## config.mk

```make
export PLATFORM = sky130hd
export DESIGN_NAME = pfdc_port_config
export DESIGN_NICKNAME = d
export VERILOG_FILES = /design/src/pfdc_port_config.v
export VERILOG_INCLUDE_DIRS = /design/src
export SDC_FILE = /design/constraint.sdc
export NUM_CORES = 1
export LEC_CHECK = 0
export ABC_AREA = 1
export BUFFER_PORTS_ARGS = -buffer_cell sky130_fd_sc_hd__buf_4
export CORE_UTILIZATION = 51
export DETAILED_ROUTE_END_ITERATION = 7
export GPL_TIMING_DRIVEN = 0
export PLACE_DENSITY = 0.85
export SYNTH_ARGS = -nofsm -noshare
export SYNTH_HDL_FRONTEND = slang
export SYNTH_SLANG_ARGS = --single-unit
export TNS_END_PERCENT = 1
```

## constraint.sdc

```tcl
create_clock -name clk -period 2 [get_ports clk]
set_input_delay 0.4 -clock clk [delete_from_list [all_inputs] [get_ports clk]]
set_output_delay 0.4 -clock clk [all_outputs]
set_load 0.005 [all_outputs]
```

## src/pfdc_defs.vh

```
`ifndef PFDC_DEFS_VH
`define PFDC_DEFS_VH
// Register byte offsets (some printed offsets are not word aligned, so each
// printed offset is an index and the byte address is four times it)
`define PFDC_IDX_P0_INPUT_MODE   8'h8F
`define PFDC_IDX_P1_FUNC_SEL     8'hF4
`define PFDC_IDX_P2_SEL_PRI      8'hF5
`define PFDC_IDX_P1_INPUT_MODE   8'hF6
`define PFDC_IDX_PULL_POLARITY   8'hF7
`define PFDC_IDX_P0_DIR          8'hFD
`define PFDC_IDX_P1_DIR          8'hFE
`define PFDC_IDX_P2_DIR_PRI      8'hFF
`define PFDC_IDX_LOCATION        8'hF1
// Writable bit masks
`define PFDC_MASK_P2_SEL_PRI     8'h7F
`define PFDC_MASK_P1_INPUT_MODE  8'hFC
`define PFDC_MASK_P2_DIR_PRI     8'hDF
`define PFDC_MASK_PULL_POLARITY  8'hE0
`define PFDC_MASK_LOCATION       8'h73
// Reset value of every register
`define PFDC_RESET_VALUE         8'h00
// Pull enables out of reset: every pin is a pulled input, except port-1
// pins 1 and 0, which have no pull at all
`define PFDC_RESET_P0_PULL       8'hFF
`define PFDC_RESET_P1_PULL       8'hFC
`define PFDC_RESET_P2_PULL       5'h1F
// Field positions
`define PFDC_PORT2_SELECT_AND_PRIORITY_PIN4          2
`define PFDC_PORT2_SELECT_AND_PRIORITY_PIN3          1
`define PFDC_PORT2_SELECT_AND_PRIORITY_PIN0          0
`define PFDC_PORT2_SELECT_AND_PRIORITY_SER_PAIR      6
`define PFDC_PORT2_SELECT_AND_PRIORITY_SER1_TMR3     5
`define PFDC_PORT2_SELECT_AND_PRIORITY_TMR1_TMR4     4
`define PFDC_PORT2_SELECT_AND_PRIORITY_SER0_TMR1     3
`define PFDC_PORT2_DIRECTION_AND_PRIORITY_PRI_HI        7
`define PFDC_PORT2_DIRECTION_AND_PRIORITY_PRI_LO        6
`define PFDC_PULL_P0             5
`define PFDC_PULL_P1             6
`define PFDC_PULL_P2             7
`define PFDC_LOC_TMR1            6
`define PFDC_LOC_TMR3            5
`define PFDC_LOC_TMR4            4
`define PFDC_LOC_SER1            1
`define PFDC_LOC_SER0            0
// Port-0 precedence encodings
`define PFDC_P0PRI_SER0_SER1     2'h0
`define PFDC_P0PRI_SER1_SER0     2'h1
`define PFDC_P0PRI_TMR1_SER1     2'h2
`define PFDC_P0PRI_TMR1C2_SER0   2'h3
`endif

```

## src/pfdc_port_config.v

```verilog
// Functional notes
// - Port-1 select bits and port-2 select bits 2,1,0 (pins 4,3,0) choose I/O at 0, peripheral at 1, reset 0.
// - Port-2 select bit 6 gives shared port-1 pins to serial zero at 0, serial one at 1.
// - Port-2 select bit 5 gives shared port-1 pins to serial one at 0, timer three at 1.
// - Port-2 select bit 4 gives shared port-1 pins to timer one at 0, timer four at 1.
// - Port-2 select bit 3 gives shared port-1 pins to serial zero at 0, timer one at 1.
// - Direction bits for port 0, port 1 and port-2 pins 4:0 make a pin input at 0, output at 1.
// - All direction bits reset to zero so every pin starts as an input.
// - Port-2 direction bits 7:6 set the four-way port-0 precedence encoding.
// - Port-0 input-mode bits select pulled at 0, tristate at 1, reset zero.
// - Port-1 input mode exists for pins 7:2 only; bits 1:0 read zero and ignore writes.
// - A per-port polarity bit pulls up at 0 or down at 1; port-1 pins 0 and 1 have no pull.
//
// The AHB-Lite register port is this design's own decision.
`timescale 1ns/1ps
`include "pfdc_defs.vh"

module pfdc_port_config (
  input  wire        clk,
  input  wire        nrst,
  input  wire        hsel,
  input  wire [31:0] haddr,
  input  wire [1:0]  htrans,
  input  wire        hwrite,
  input  wire [2:0]  hsize,
  input  wire [31:0] hwdata,
  input  wire        hready,
  output wire        hreadyout,
  output wire        hresp,
  output reg  [31:0] hrdata,
  output wire [7:0]  p0_func_sel,
  output wire [7:0]  p1_func_sel,
  output wire [4:0]  p2_func_sel,
  output wire [7:0]  p0_oe,
  output wire [7:0]  p1_oe,
  output wire [4:0]  p2_oe,
  output wire [7:0]  p0_pull_en,
  output wire [7:0]  p1_pull_en,
  output wire [4:0]  p2_pull_en,
  output wire [2:0]  port_pull_polarity,
  output wire        p1_serial_pair_owner,
  output wire        p1_serial1_timer3_owner,
  output wire        p1_timer1_timer4_owner,
  output wire        p1_serial0_timer1_owner,
  output wire [1:0]  p0_shared_pin_precedence,
  output wire [4:0]  peripheral_location_control
);

  // ************************************************************
  // Registers
  // ************************************************************
  // Seven configuration registers plus two of our own, the pull polarity
  // word and the peripheral location word; each one is a single byte
  reg [7:0] p0_input_mode_q;
  reg [7:0] p1_function_select_q;
  reg [7:0] p2_select_and_priority_q;
  reg [7:0] p1_input_mode_q;
  reg [7:0] pull_polarity_q;
  reg [7:0] p0_direction_q;
  reg [7:0] p1_direction_q;
  reg [7:0] p2_direction_and_priority_q;
  reg [7:0] location_q;

  // Next values, worked out before the clock edge; outputs that are
  // decoded from several bits are registered from these
  reg [7:0] p0_input_mode_d;
  reg [7:0] p1_function_select_d;
  reg [7:0] p2_select_and_priority_d;
  reg [7:0] p1_input_mode_d;
  reg [7:0] pull_polarity_d;
  reg [7:0] p0_direction_d;
  reg [7:0] p1_direction_d;
  reg [7:0] p2_direction_and_priority_d;
  reg [7:0] location_d;

  // Bus pipeline registers
  reg        wr_pend_q;
  reg [7:0]  idx_q;
  reg [31:0] hrdata_q;

  // Registered pin outputs, so every data output except the tied-off p0_func_sel leaves a flip-flop
  reg [7:0] p0_pull_en_q;
  reg [7:0] p1_pull_en_q;
  reg [4:0] p2_pull_en_q;
  reg       p1_serial_pair_owner_q;

  // ************************************************************
  // AHB-Lite slave
  // ************************************************************
  // Zero wait states; response is always OKAY. The registers are one byte
  // wide and sit in the low byte of an aligned word, so only hwdata[7:0]
  // is used and hsize is not checked: a narrower access to the low byte
  // behaves like a word access. Addresses above the map or not word
  // aligned are taken on the bus but change nothing and read zero.
  assign hreadyout = 1'b1;
  assign hresp     = 1'b0;

  wire       addr_ok  = (haddr[31:10] == 22'h0) && (haddr[1:0] == 2'h0);
  wire       take     = hsel && hready && htrans[1];
  wire [7:0] addr_idx = haddr[9:2];

  // Address phase capture; a write lands one cycle later with its data,
  // so the index is kept until the data phase
  always @(posedge clk or negedge nrst) begin
    if (!nrst) begin
      wr_pend_q <= 1'b0;
      idx_q     <= 8'h00;
    end else begin
      wr_pend_q <= take && hwrite && addr_ok;
      if (take) begin
        idx_q <= addr_idx;
      end
    end
  end

  // Next values: a write in its data phase replaces one register, masked
  // so that unused bits stay at zero and read back as zero
  wire [7:0] wd = hwdata[7:0];
  always @* begin
    p0_input_mode_d             = p0_input_mode_q;
    p1_function_select_d        = p1_function_select_q;
    p2_select_and_priority_d    = p2_select_and_priority_q;
    p1_input_mode_d             = p1_input_mode_q;
    pull_polarity_d             = pull_polarity_q;
    p0_direction_d              = p0_direction_q;
    p1_direction_d              = p1_direction_q;
    p2_direction_and_priority_d = p2_direction_and_priority_q;
    location_d                  = location_q;
    if (wr_pend_q) begin
      case (idx_q)
        `PFDC_IDX_P0_INPUT_MODE: p0_input_mode_d = wd;
        `PFDC_IDX_P1_FUNC_SEL:   p1_function_select_d = wd;
        `PFDC_IDX_P2_SEL_PRI:    p2_select_and_priority_d = wd & `PFDC_MASK_P2_SEL_PRI;
        `PFDC_IDX_P1_INPUT_MODE: p1_input_mode_d = wd & `PFDC_MASK_P1_INPUT_MODE;
        `PFDC_IDX_PULL_POLARITY: pull_polarity_d = wd & `PFDC_MASK_PULL_POLARITY;
        `PFDC_IDX_P0_DIR:        p0_direction_d = wd;
        `PFDC_IDX_P1_DIR:        p1_direction_d = wd;
        `PFDC_IDX_P2_DIR_PRI:    p2_direction_and_priority_d = wd & `PFDC_MASK_P2_DIR_PRI;
        `PFDC_IDX_LOCATION:      location_d = wd & `PFDC_MASK_LOCATION;
        default: begin
          // Unmapped writes are dropped, every register keeps its value
        end
      endcase
    end
  end

  // Configuration registers; the whole set moves together on one edge,
  // and every register clears to zero on reset
  always @(posedge clk or negedge nrst) begin
    if (!nrst) begin
      p0_input_mode_q             <= `PFDC_RESET_VALUE;
      p1_function_select_q        <= `PFDC_RESET_VALUE;
      p2_select_and_priority_q    <= `PFDC_RESET_VALUE;
      p1_input_mode_q             <= `PFDC_RESET_VALUE;
      pull_polarity_q             <= `PFDC_RESET_VALUE;
      p0_direction_q              <= `PFDC_RESET_VALUE;
      p1_direction_q              <= `PFDC_RESET_VALUE;
      p2_direction_and_priority_q <= `PFDC_RESET_VALUE;
      location_q                  <= `PFDC_RESET_VALUE;
    end else begin
      p0_input_mode_q             <= p0_input_mode_d;
      p1_function_select_q        <= p1_function_select_d;
      p2_select_and_priority_q    <= p2_select_and_priority_d;
      p1_input_mode_q             <= p1_input_mode_d;
      pull_polarity_q             <= pull_polarity_d;
      p0_direction_q              <= p0_direction_d;
      p1_direction_q              <= p1_direction_d;
      p2_direction_and_priority_q <= p2_direction_and_priority_d;
      location_q                  <= location_d;
    end
  end

  // Read mux over the next values, so a read whose address phase meets the
  // data phase of a write to the same register already sees the new byte
  reg [7:0] rd_mux;
  always @* begin
    case (addr_idx)
      `PFDC_IDX_P0_INPUT_MODE: rd_mux = p0_input_mode_d;
      `PFDC_IDX_P1_FUNC_SEL:   rd_mux = p1_function_select_d;
      `PFDC_IDX_P2_SEL_PRI:    rd_mux = p2_select_and_priority_d;
      `PFDC_IDX_P1_INPUT_MODE: rd_mux = p1_input_mode_d;
      `PFDC_IDX_PULL_POLARITY: rd_mux = pull_polarity_d;
      `PFDC_IDX_P0_DIR:        rd_mux = p0_direction_d;
      `PFDC_IDX_P1_DIR:        rd_mux = p1_direction_d;
      `PFDC_IDX_P2_DIR_PRI:    rd_mux = p2_direction_and_priority_d;
      `PFDC_IDX_LOCATION:      rd_mux = location_d;
      default:                 rd_mux = 8'h00;
    endcase
  end

  // Read data flop, loaded at the end of the address phase and cleared
  // afterwards, so it stands for exactly the one data cycle
  wire rd_take = take && !hwrite && addr_ok;
  always @(posedge clk or negedge nrst) begin
    if (!nrst) begin
      hrdata_q <= 32'h00000000;
    end else if (rd_take) begin
      hrdata_q <= {24'h000000, rd_mux};
    end else begin
      hrdata_q <= 32'h00000000;
    end
  end

  // Port driver; the bus sees the flop directly, with no logic after it,
  // so the read data path stays short
  always @* begin
    hrdata = hrdata_q;
  end

  // ************************************************************
  // Pin configuration outputs
  // ************************************************************
  // Function select; port 0 has no select register here. Port-2 pins 2
  // and 1 have no select bit either, so their lines stay low and the pads
  // keep them on their own function.
  assign p0_func_sel = 8'h00;
  assign p1_func_sel = p1_function_select_q;
  assign p2_func_sel = {p2_select_and_priority_q[`PFDC_PORT2_SELECT_AND_PRIORITY_PIN4],
                        p2_select_and_priority_q[`PFDC_PORT2_SELECT_AND_PRIORITY_PIN3],
                        2'b00,
                        p2_select_and_priority_q[`PFDC_PORT2_SELECT_AND_PRIORITY_PIN0]};

  // Direction: 1 drives the pin. These go straight out of the registers,
  // so every pin is an input from reset until software sets its bit.
  assign p0_oe = p0_direction_q;
  assign p1_oe = p1_direction_q;
  assign p2_oe = p2_direction_and_priority_q[4:0];

  // Pull enable only for inputs in pulled mode; port-2 mode is outside this
  // block, so its pins count as pulled whenever they are inputs. Worked out
  // from the next values and registered, so pull and direction switch on
  // the same edge and a pin never pulls against its own driver.
  // Port-1 pins 1:0 have no pull, so they are treated as always tristate
  wire [7:0] p1_mode_eff = {p1_input_mode_d[7:2], 2'h3};
  wire [7:0] p0_pull_en_d;
  wire [7:0] p1_pull_en_d;
  genvar g;
  generate
    for (g = 0; g < 8; g = g + 1) begin : g_pull
      assign p0_pull_en_d[g] = !p0_direction_d[g] && !p0_input_mode_d[g];
      assign p1_pull_en_d[g] = !p1_direction_d[g] && !p1_mode_eff[g];
    end
  endgenerate

  // Pull-enable flops; out of reset every pin except port-1 pins 1:0 is a pulled input
  always @(posedge clk or negedge nrst) begin
    if (!nrst) begin
      p0_pull_en_q <= `PFDC_RESET_P0_PULL;
      p1_pull_en_q <= `PFDC_RESET_P1_PULL;
      p2_pull_en_q <= `PFDC_RESET_P2_PULL;
    end else begin
      p0_pull_en_q <= p0_pull_en_d;
      p1_pull_en_q <= p1_pull_en_d;
      p2_pull_en_q <= ~p2_direction_and_priority_d[4:0];
    end
  end
  assign p0_pull_en = p0_pull_en_q;
  assign p1_pull_en = p1_pull_en_q;
  assign p2_pull_en = p2_pull_en_q;

  // Polarity per port: bit 0 port 0, bit 1 port 1, bit 2 port 2.
  // A 1 pulls down; it acts only on pins that are pulled inputs.
  assign port_pull_polarity = {pull_polarity_q[`PFDC_PULL_P2],
                               pull_polarity_q[`PFDC_PULL_P1],
                               pull_polarity_q[`PFDC_PULL_P0]};

  // ************************************************************
  // Shared-pin arbitration
  // ************************************************************
  // Owner is 0 for the first-named unit, 1 for the second. The three
  // timer-related owners pass their select bit straight through; the pads
  // only use them when the location control really puts both units on
  // the same pins, and software must avoid settings where three units
  // meet and the order is not conclusive.
  // The serial pair owner is gated by the overlap, so it is registered from
  // the next values to keep it a clean flop output like the others
  wire ser_same = location_d[`PFDC_LOC_SER0] == location_d[`PFDC_LOC_SER1];
  always @(posedge clk or negedge nrst) begin
    if (!nrst) begin
      p1_serial_pair_owner_q <= 1'b0;
    end else begin
      p1_serial_pair_owner_q <=
        ser_same && p2_select_and_priority_d[`PFDC_PORT2_SELECT_AND_PRIORITY_SER_PAIR];
    end
  end
  assign p1_serial_pair_owner = p1_serial_pair_owner_q;
  assign p1_serial1_timer3_owner =
    p2_select_and_priority_q[`PFDC_PORT2_SELECT_AND_PRIORITY_SER1_TMR3];
  assign p1_timer1_timer4_owner =
    p2_select_and_priority_q[`PFDC_PORT2_SELECT_AND_PRIORITY_TMR1_TMR4];
  assign p1_serial0_timer1_owner =
    p2_select_and_priority_q[`PFDC_PORT2_SELECT_AND_PRIORITY_SER0_TMR1];

  // Port-0 precedence code passed to the pad muxes: 0 serial zero first,
  // 1 serial one first, 2 timer one channels 0 and 1 before serial one,
  // 3 timer one channel 2 before serial zero
  assign p0_shared_pin_precedence =
    p2_direction_and_priority_q[`PFDC_PORT2_DIRECTION_AND_PRIORITY_PRI_HI:`PFDC_PORT2_DIRECTION_AND_PRIORITY_PRI_LO];

  // Location bits gathered for the pad muxes, timer one at the top
  assign peripheral_location_control = {location_q[`PFDC_LOC_TMR1],
                                        location_q[`PFDC_LOC_TMR3],
                                        location_q[`PFDC_LOC_TMR4],
                                        location_q[`PFDC_LOC_SER1],
                                        location_q[`PFDC_LOC_SER0]};

endmodule // pfdc_port_config

```

==> After elaboration in Yosys (flattened, before gate mapping) <==
Index checks and enable logic that the tools add are counted.
{ "totals": {"register_bits": 133, "wordCells": 109, "out_inout_bits": 111} }
{ "op_classes": {"reduce_logical": 53, "eq_ne": 19, "muxes": 20, "bitwise": 1} }
{ "op_table": {"columns": ["op", "count"], "rows": [
  ["8-bit two-way mux", 19],
  ["8-bit equality test, second input constant", 18],
  ["8-bit one-hot mux with 9 select lines", 1],
  ["1-bit logical NOT", 29],
  ["1-bit logical AND", 22],
  ["22-bit logical NOT", 1],
  ["5-bit NOT", 1],
  ["2-bit logical NOT", 1],
  ["1-bit equality test", 1]
]} }

==> Logic depth before layout (Yosys ltp) <==
Gate-level depths: netlist (run 1).
{ "depth": {"ltp_word": 5, "ltp_mapped": 13, "mapped_depth_nobuf": 11} }

==> Worst setup path after synthesis (run 1) <==
OpenSTA, ideal clock, no wires.
{ "synth_path": {"path_kind": "register to register", "from": "register idx_q[0]", "to": "register hrdata_q[3] (netlist: hrdata[3])", "setup_slack_ns": 0.498, "t_required_ns": 1.853, "path_buffers": 1, "synth_period_minus_slack_ns": 1.502, "path_stages_with_launch": 10, "t_arrival_ns": 1.355, "setup_time_ns": 0.147, "cell_sequence": "dfrtp_1 -> nor2_1 -> nand3_1 -> buf_4 -> nand2_1 -> o21ai_0 -> nand2_1 -> nand2_1 -> nor2_1 -> a21oi_1"} }
{ "synth_via": {"elab_chain_len": 5, "word_cells_on_any_way": 29} }
{ "synth_rtl": {"columns": ["element", "line_no", "source"], "rows": [
  ["from (decl)", "pfdc_port_config.v:78", "reg [7:0] idx_q;"],
  ["from (signal assigned)", "pfdc_port_config.v:111", "idx_q <= addr_idx;"],
  ["8-bit equality test", "pfdc_port_config.v:130", "case (idx_q)"],
  ["8-bit two-way mux", "pfdc_port_config.v:130", null],
  ["8-bit two-way mux", "pfdc_port_config.v:129", "if (wr_pend_q) begin"],
  ["net p1_function_select_d[3]", "pfdc_port_config.v:67", "reg [7:0] p1_function_select_d;"],
  ["8-bit one-hot mux with 9 select lines", "pfdc_port_config.v:177", "case (addr_idx)"],
  ["8-bit two-way mux", "pfdc_port_config.v:197", "end else if (rd_take) begin"],
  ["to (signal assigned)", "pfdc_port_config.v:198", "hrdata_q <= {24'h000000, rd_mux};"],
  ["to (decl)", "pfdc_port_config.v:79", "reg [31:0] hrdata_q;"]
]} }
The timed path passes the listed nets, and every way through them passes these cells.
A chain may end at the register's enable or synchronous reset.

==> Worst setup path in the final report (run 1) <==
{ "layout_path": {"from": "register idx_q[7]", "to": "register hrdata_q[4] (netlist: hrdata[4])"} }
{ "layout_via": {"elab_chain_len": 5, "word_cells_on_any_way": 29} }
{ "layout_rtl": {"columns": ["element", "line_no"], "rows": [
  ["8-bit equality test", "pfdc_port_config.v:130"],
  ["8-bit two-way mux", "pfdc_port_config.v:130"],
  ["8-bit two-way mux", "pfdc_port_config.v:129"],
  ["8-bit one-hot mux with 9 select lines *", "pfdc_port_config.v:177"],
  ["8-bit two-way mux *", "pfdc_port_config.v:197"]
]} }
Mark *: on every way between the ends. The rest lies on a longest branch, timed or not.

==> out/results.ini, run 1 <==
[critical_path]
crit_chain = nand2_1 > nor2_4 > buf_8 > buf_4 > nand4_1 > nand3_1 > nand2_1 > nor2_1 > nand3_1 > nand2_1 > inv_1
crit_slowest_cell = dfrtp_1
cpMostUsedCell = nand2_1
crit_type = reg2reg
cp-start-kind = flip-flop
cp-end-kind = flip-flop
arrival_ps = 2200
critPathMaxFanout = 10
cpPeakStageDelay_ps = 390
required_ps = 2270

[sta]
period_needed_ps = 1930
finClkSkew_ps = 10.8
final-setup-viol-count = 0
fmax_ghz = 0.519
worst_slew_pin_slew_ps = 951
slew_viol_final = 0
hold_slack_ps = 135
fin_crit_sh_pct = 96.3
slew_headroom_pct = 35.9
timing.final.ws_setup_ps = 74.5
finalHoldViolCount = 0

[floorplanning]
rows = 37
start_util_pct = 53.4
ios = 185
die_w_um = 107
core-area_um2 = 10500
die_area_um2 = 11400
die_height_um = 107

[logic_synthesis]
yosys-top-cells-area = dfrtp_1 (40%), nand2_1 (12%), dfstp_2 (8.9%), buf_4 (8.2%), inv_1 (6.1%)
synthCells = 688
synth_area_um2 = 5590
synth_most_common_cell = nand2_1
ys_ff_latch = 109
async_flop_share_pct = 100
yosys.cell_types.count = 29
synth_top_area_share_pct = 40.3
syn_area_per_cell_um2 = 8.13
synth_common_cells = nand2_1 (178), inv_1 (91), dfrtp_1 (90)
ys.flop_type = dfrtp_1
synth_edf_count = 0
synth_warnings = 0
synth_top_area_cell = dfrtp_1
seq_area_frac_synth_pct = 49.2

[drt]
wl_per_cell_um = 14.2
antenna_left = 0
routed_wl_um = 14200
dr.pass1.iters = 6
drtIter0Drc = 390
drc_errors = 0
via_per_inst = 5.01
num_vias = 5010

[cts]
cts_tree = yes
cts-root-buf = clkbuf_8
insertion_delay_ps = 370
h-tree-depth = 3
cts_buffers = 9
clkSinkCount = 109
cts.reportedPaths.clkPinSlew_ps = 100
cts_buffer_depth = 2

[power_and_ir_drop]
max-vdd-ir-drop_mv = 0.304
power_w = 0.00410
p_leak_nw = 3.99
power.density_nw_per_um2 = 580

[grt]
grtUsageMet3_pct = 2.92
grtUsageMet1_pct = 33.0
grt_start_max_net_pins = 110
grt_usage_pct = 25.2
grt_overflow_total = 0
busiest_layer = met2
met2_usage_pct = 42.8
grt_pass1_vias = 4598
antenna_found_initial = 0
grt_pass1_wl_um = 22100

[place]
hpwl_um = 10500
dp_worst_setup_slack_ps = -124
place_congestion = 0.969
port_buffers = 118

[layout]
drive_gt1_share_pct = 30.0
fill_cells = 859
post-route-util_pct = 67.5
diodes = 0
layout.nets = 933
area_growth_pct = 26.4

[run_status]
status = finished, final reports clean

[flow_run]
maxCapViolations = 0

[worst_hold_path]
hold_class = in2async

kinds of logic (layout without fill, tap and decap cells):
logic type	after synthesis	after routing	share of synthesized area [%]
AO/OA/AOI/OAI	47	47	5.19
buffers and inverters	164	304	15.7
flip-flops	109	109	49.2
other	2	38	0.134
AND/OR/NAND/NOR	366	366	29.7
state kept, by name, indices dropped and copies added, names as in the netlist:
name,count
hrdata,8
idx_q,8
location_q,8
p0_input_mode_q,8
p0_oe,8
p0_pull_en,8
p1_func_sel,8
p1_input_mode_q,8
p1_oe,8
p2_direction_and_priority_q,8
p2_select_and_priority_q,8
pull_polarity_q,8
p1_pull_en,6
p2_pull_en,5
p1_serial_pair_owner,1
wr_pend_q,1
cell usage in the layout, fill, tap and decap left out, types with 19 or more instances in the layout:
cell	netlist	final
and2_1	25	25
buf_4	61	183
conb_1	2	38
dfrtp_1	90	89
dfstp_2	19	19
inv_1	91	90
nand2_1	178	178
nand3_1	55	55
nand4_1	23	23
nor2_1	68	66
path summary, 6_finish.rpt:
path | start | slack [ps] | endpoint | cells after the start
max | idx_q[7]$_DFFE_PN0P_ | 70 | hrdata[4]$_DFF_PN0_ | 11
min | nrst | 140 | p1_func_sel[6]$_DFF_PN0_ | 1
max reg2reg | idx_q[7]$_DFFE_PN0P_ | 70 | hrdata[4]$_DFF_PN0_ | 11
min reg2reg | p1_input_mode_q[1]$_DFF_PN0_ | 470 | p1_input_mode_q[1]$_DFF_PN0_ | 2
max in group asynchronous | nrst | 1180 | idx_q[0]$_DFFE_PN0P_ | 1
min in group clk | hwrite | 290 | wr_pend_q$_DFF_PN0_ | 3
through the flow:
stage	cells	setup TNS, ps	area, um2
after floorplan	724	0	5730
after global placement	978	-266	6780
after detailed placement	978	-595	6780
after CTS	994	0	7000
after global routing	1000	-30.1	7070
final	1000	0	7070
routing by layer:
metal | part of all wire [%] | vias up
met5 | 0 | -
met4 | 2.7 | 0
met3 | 8.1 | 41
met2 | 48 | 304
met1 | 41 | 2280
li1 | - | 2385
critical path: cells and delay by family (launching register included):
kind | cells | cell delay, ps
simple gates | 8 | 1050
flops | 1 | 390
buf+inv | 3 | 390
report_power, final:
group | leakage [nW] | internal [W] | switching, W
clock network | 0.108 | 0.000747 | 0.000715
logic | 2.59 | 0.000151 | 0.000225
registers | 1.30 | 0.00223 | 0.0000257
total | 3.99 | 0.00313 | 0.000966
final cells by class:
class | instances | area, um2 | area share (%)
multi-input combinational | 451 | 2100 | 29.7
buffer | 68 | 527 | 7.46
tap | 136 | 170 | 2.41
inverter | 96 | 363 | 5.14
clock buffer | 13 | 149 | 2.11
sequential | 109 | 2750 | 39.0
timing repair buffer | 124 | 935 | 13.2
clock inverter | 3 | 68.8 | 0.974
what timing repair did:
action,4_1_cts,5_1_grt
buffers inserted,0,6
endpoints found under the hold margin,0,0
hold buffers,0,0
setup endpoints to repair,0,7
gates resized for setup,0,7
Power figures use the tool's default switching activity.
==> run 2, diff against run 1 <==
--- a/config.mk
+++ b/config.mk
@@ -8,10 +8,11 @@
 export LEC_CHECK = 0
 export ABC_AREA = 1
 export BUFFER_PORTS_ARGS = -buffer_cell sky130_fd_sc_hd__buf_4
-export CORE_UTILIZATION = 51
+export CAP_MARGIN = 15
+export CORE_UTILIZATION = 44
 export DETAILED_ROUTE_END_ITERATION = 7
 export GPL_TIMING_DRIVEN = 0
-export PLACE_DENSITY = 0.85
+export PLACE_DENSITY = 0.75
 export SYNTH_ARGS = -nofsm -noshare
 export SYNTH_HDL_FRONTEND = slang
 export SYNTH_SLANG_ARGS = --single-unit
==> run 2 against run 1 <==
  * Combinational power barely moved
  * Setup slack got worse by 6.9 ps
  * Routed wire length increased by 3.5%
  * Critical path type is now in2reg
  * Critical endpoint is now hrdata[7]$_DFF_PN0_
  * Largest power group unchanged
==> out/results.ini, run 2 (same netlist as run 1, synthesis figures left out) <==
[run_status]
status = finished, final reports clean

[critical_path]
cp-start-kind = input pin
crit_type = in2reg
arrival_ps = 2180  ; -20 ps
crit_slowest_cell = nor2_1
cp-end-kind = flip-flop
path_buf_inv = 1  ; -2
required_ps = 2250  ; -20 ps
critPathMaxFanout = 8  ; -2
cpPeakStageDelay_ps = 660  ; +270 ps
crit_chain = buf_4 > nand2_1 > nor2_1 > nand2_1 > nor2_1 > nand3_1 > nand2_1 > nor2_1 > a21oi_1
crit_family = simple AND/OR/NAND/NOR gates

[sta]
slew_headroom_pct = 38.6  ; +2.7 points
slew_viol_final = 0  ; unchanged
period_needed_ps = 1930  ; +6.89 ps
finalHoldViolCount = 0  ; unchanged
fin_crit_sh_pct = 96.6  ; +0.34 points
finClkSkew_ps = 5.03  ; -5.80 ps
rsz0062_at_grt = yes
fmax_ghz = 0.517  ; -0.36%
finalSetupTns_ps = 0  ; unchanged
final-setup-viol-count = 0  ; unchanged
worst_slew_pin_slew_ps = 911  ; -39.6 ps

[drt]
wl_per_cell_um = 14.3  ; +0.88%
antenna_left = 0  ; unchanged
via_per_inst = 4.81  ; -3.9%
num_vias = 4938  ; -1.4%
routed_wl_um = 14700  ; +3.5%
drc_errors = 0  ; unchanged
dr.pass1.iters = 5  ; -1
drtIter0Drc = 399  ; +2.3%

[floorplanning]
die_w_um = 115  ; +7.5%
ios = 185  ; unchanged
core-area_um2 = 12200  ; +17%
die_area_um2 = 13200  ; +16%
die_height_um = 115  ; +7.5%
rows = 40  ; +8.1%
start_util_pct = 45.8  ; -7.7 points

[layout]
final_common_cell = nand2_1
final_cell_mix = nand2_1 (178), buf_4 (177), inv_1 (91)
diodes = 0  ; unchanged
fill_cells = 1138  ; +32%
drive_gt1_share_pct = 29.7  ; -0.26 points
final_cells = 1026  ; +2.6%
layout.nets = 928  ; -0.54%
multi_input_area_um2 = 2100  ; +0.12%
area_growth_pct = 28.2
seq_area_um2 = 2750  ; about the same

[grt]
grt_pass1_vias = 4749  ; +3.3%
antenna_found_initial = 0  ; unchanged
grt_start_max_net_pins = 65  ; -41%
grt_usage_pct = 23.2  ; -2.0 points
grt_overflow_total = 0  ; unchanged
grt_pass1_wl_um = 23200  ; +5.0%

[power_and_ir_drop]
power.density_nw_per_um2 = 619  ; +6.8%
p_int_w = 0.00336  ; +7.4%
pwr-share-clk_pct = 40.6  ; +4.9 points
switching_share_pct = 24.2  ; +0.63 points
combPwrFrac_pct = 8.5  ; -0.7 points
max-vdd-ir-drop_mv = 0.405  ; +33%
power_frac_seq_pct = 50.8  ; -4.3 points
p_leak_nw = 4.02  ; +0.56%
power.switching_w = 0.00107  ; +11%

[cts]
cts-root-buf = clkbuf_16
cts.reportedPaths.clkPinSlew_ps = 70  ; -30 ps
cts_buffers = 9  ; unchanged
insertion_delay_ps = 340  ; -30 ps
cts_tree = yes
cts_buffer_depth = 2  ; unchanged
h-tree-depth = 3  ; unchanged
clkSinkCount = 109  ; unchanged

[place]
placed_cells = 1011  ; +3.4%
hpwl_um = 10900  ; +4.0%
place_congestion = 0.927  ; -4.4%
port_buffers = 118  ; unchanged

[flow_run]
maxCapViolations = 0  ; unchanged

[worst_hold_path]
hold_class = in2async

[run 2: changes by cell type in the layout (fill, tap and decap cells not counted), sizes merged]
cell | previous run | this run
clkinv | 1 | 4
inv | 96 | 97
clkbuf | 15 | 10
buf | 190 | 186
bufinv | 2 | 1
[run 2: timing repair]
item                       4_1_cts  5_1_grt
setup buffers                    0        0
resized for setup                0        6
setup endpoints to repair        0        8
hold buffers                     0        0
[run 2: layout make-up]
class,instances,area share (%)
Inverter,96,5.06
Clock inverter,6,1.01
Multi-Input combinational cell,451,29.3
Tap cell,168,2.93
Clock buffer,9,3.14
Sequential cell,109,38.4
Timing Repair Buffer,119,12.7
Buffer,68,7.37
[run 2: power groups by stage]
stage	clock network, W	registers, W	logic, W
after floorplan	0	0.00229	0.000204
after global placement	0	0.00229	0.000358
after detailed placement	0	0.00230	0.000370
after CTS	0.00182	0.00225	0.000372
after global routing	0.00192	0.00226	0.000419
final	0.00180	0.00225	0.000379
[run 2: through the flow]
stage / hold WS, ps / setup WS, ps / instance area (um2) / utilization, % / total power, W
after global placement: 442 / -148 / 6820 / 55.9 / 0.00265
after floorplan: 104 / 498 / 5730 / - / 0.00250
after CTS: 81.2 / 73.8 / 7150 / 58.5 / 0.00445
final: 63.9 / 67.6 / 7170 / 58.7 / 0.00444
after global routing: 99.9 / -22.9 / 7170 / 58.7 / 0.00460
after detailed placement: 448 / -125 / 6850 / 56.1 / 0.00267
[run 2: metal layers]
metal  global-route usage [%]  share of wire, %  vias up  wire length [um]
met3                     3.95               6.1       36               896
met5                        0                 0        -                 0
met1                     30.8                44     2315              6430
met4                     9.18               2.7        0               396
met2                     38.3                47      209              6930
li1                         -                 -     2378                 -
[run 2: final timing paths]
kind	endpoint	from	slack, ps	cells past startpoint
setup / recovery	hrdata[7]$_DFF_PN0_	haddr[8]	70	9
hold / removal	p0_oe[7]$_DFF_PN0_	nrst	60	1
setup reg to reg	hrdata[7]$_DFF_PN0_	wr_pend_q$_DFF_PN0_	90	11
hold reg to reg	pull_polarity_q[3]$_DFF_PN0_	pull_polarity_q[3]$_DFF_PN0_	460	2
max in group asynchronous	p1_pull_en[6]$_DFF_PN1_	nrst	1170	2
min in group clk	wr_pend_q$_DFF_PN0_	hwrite	310	3
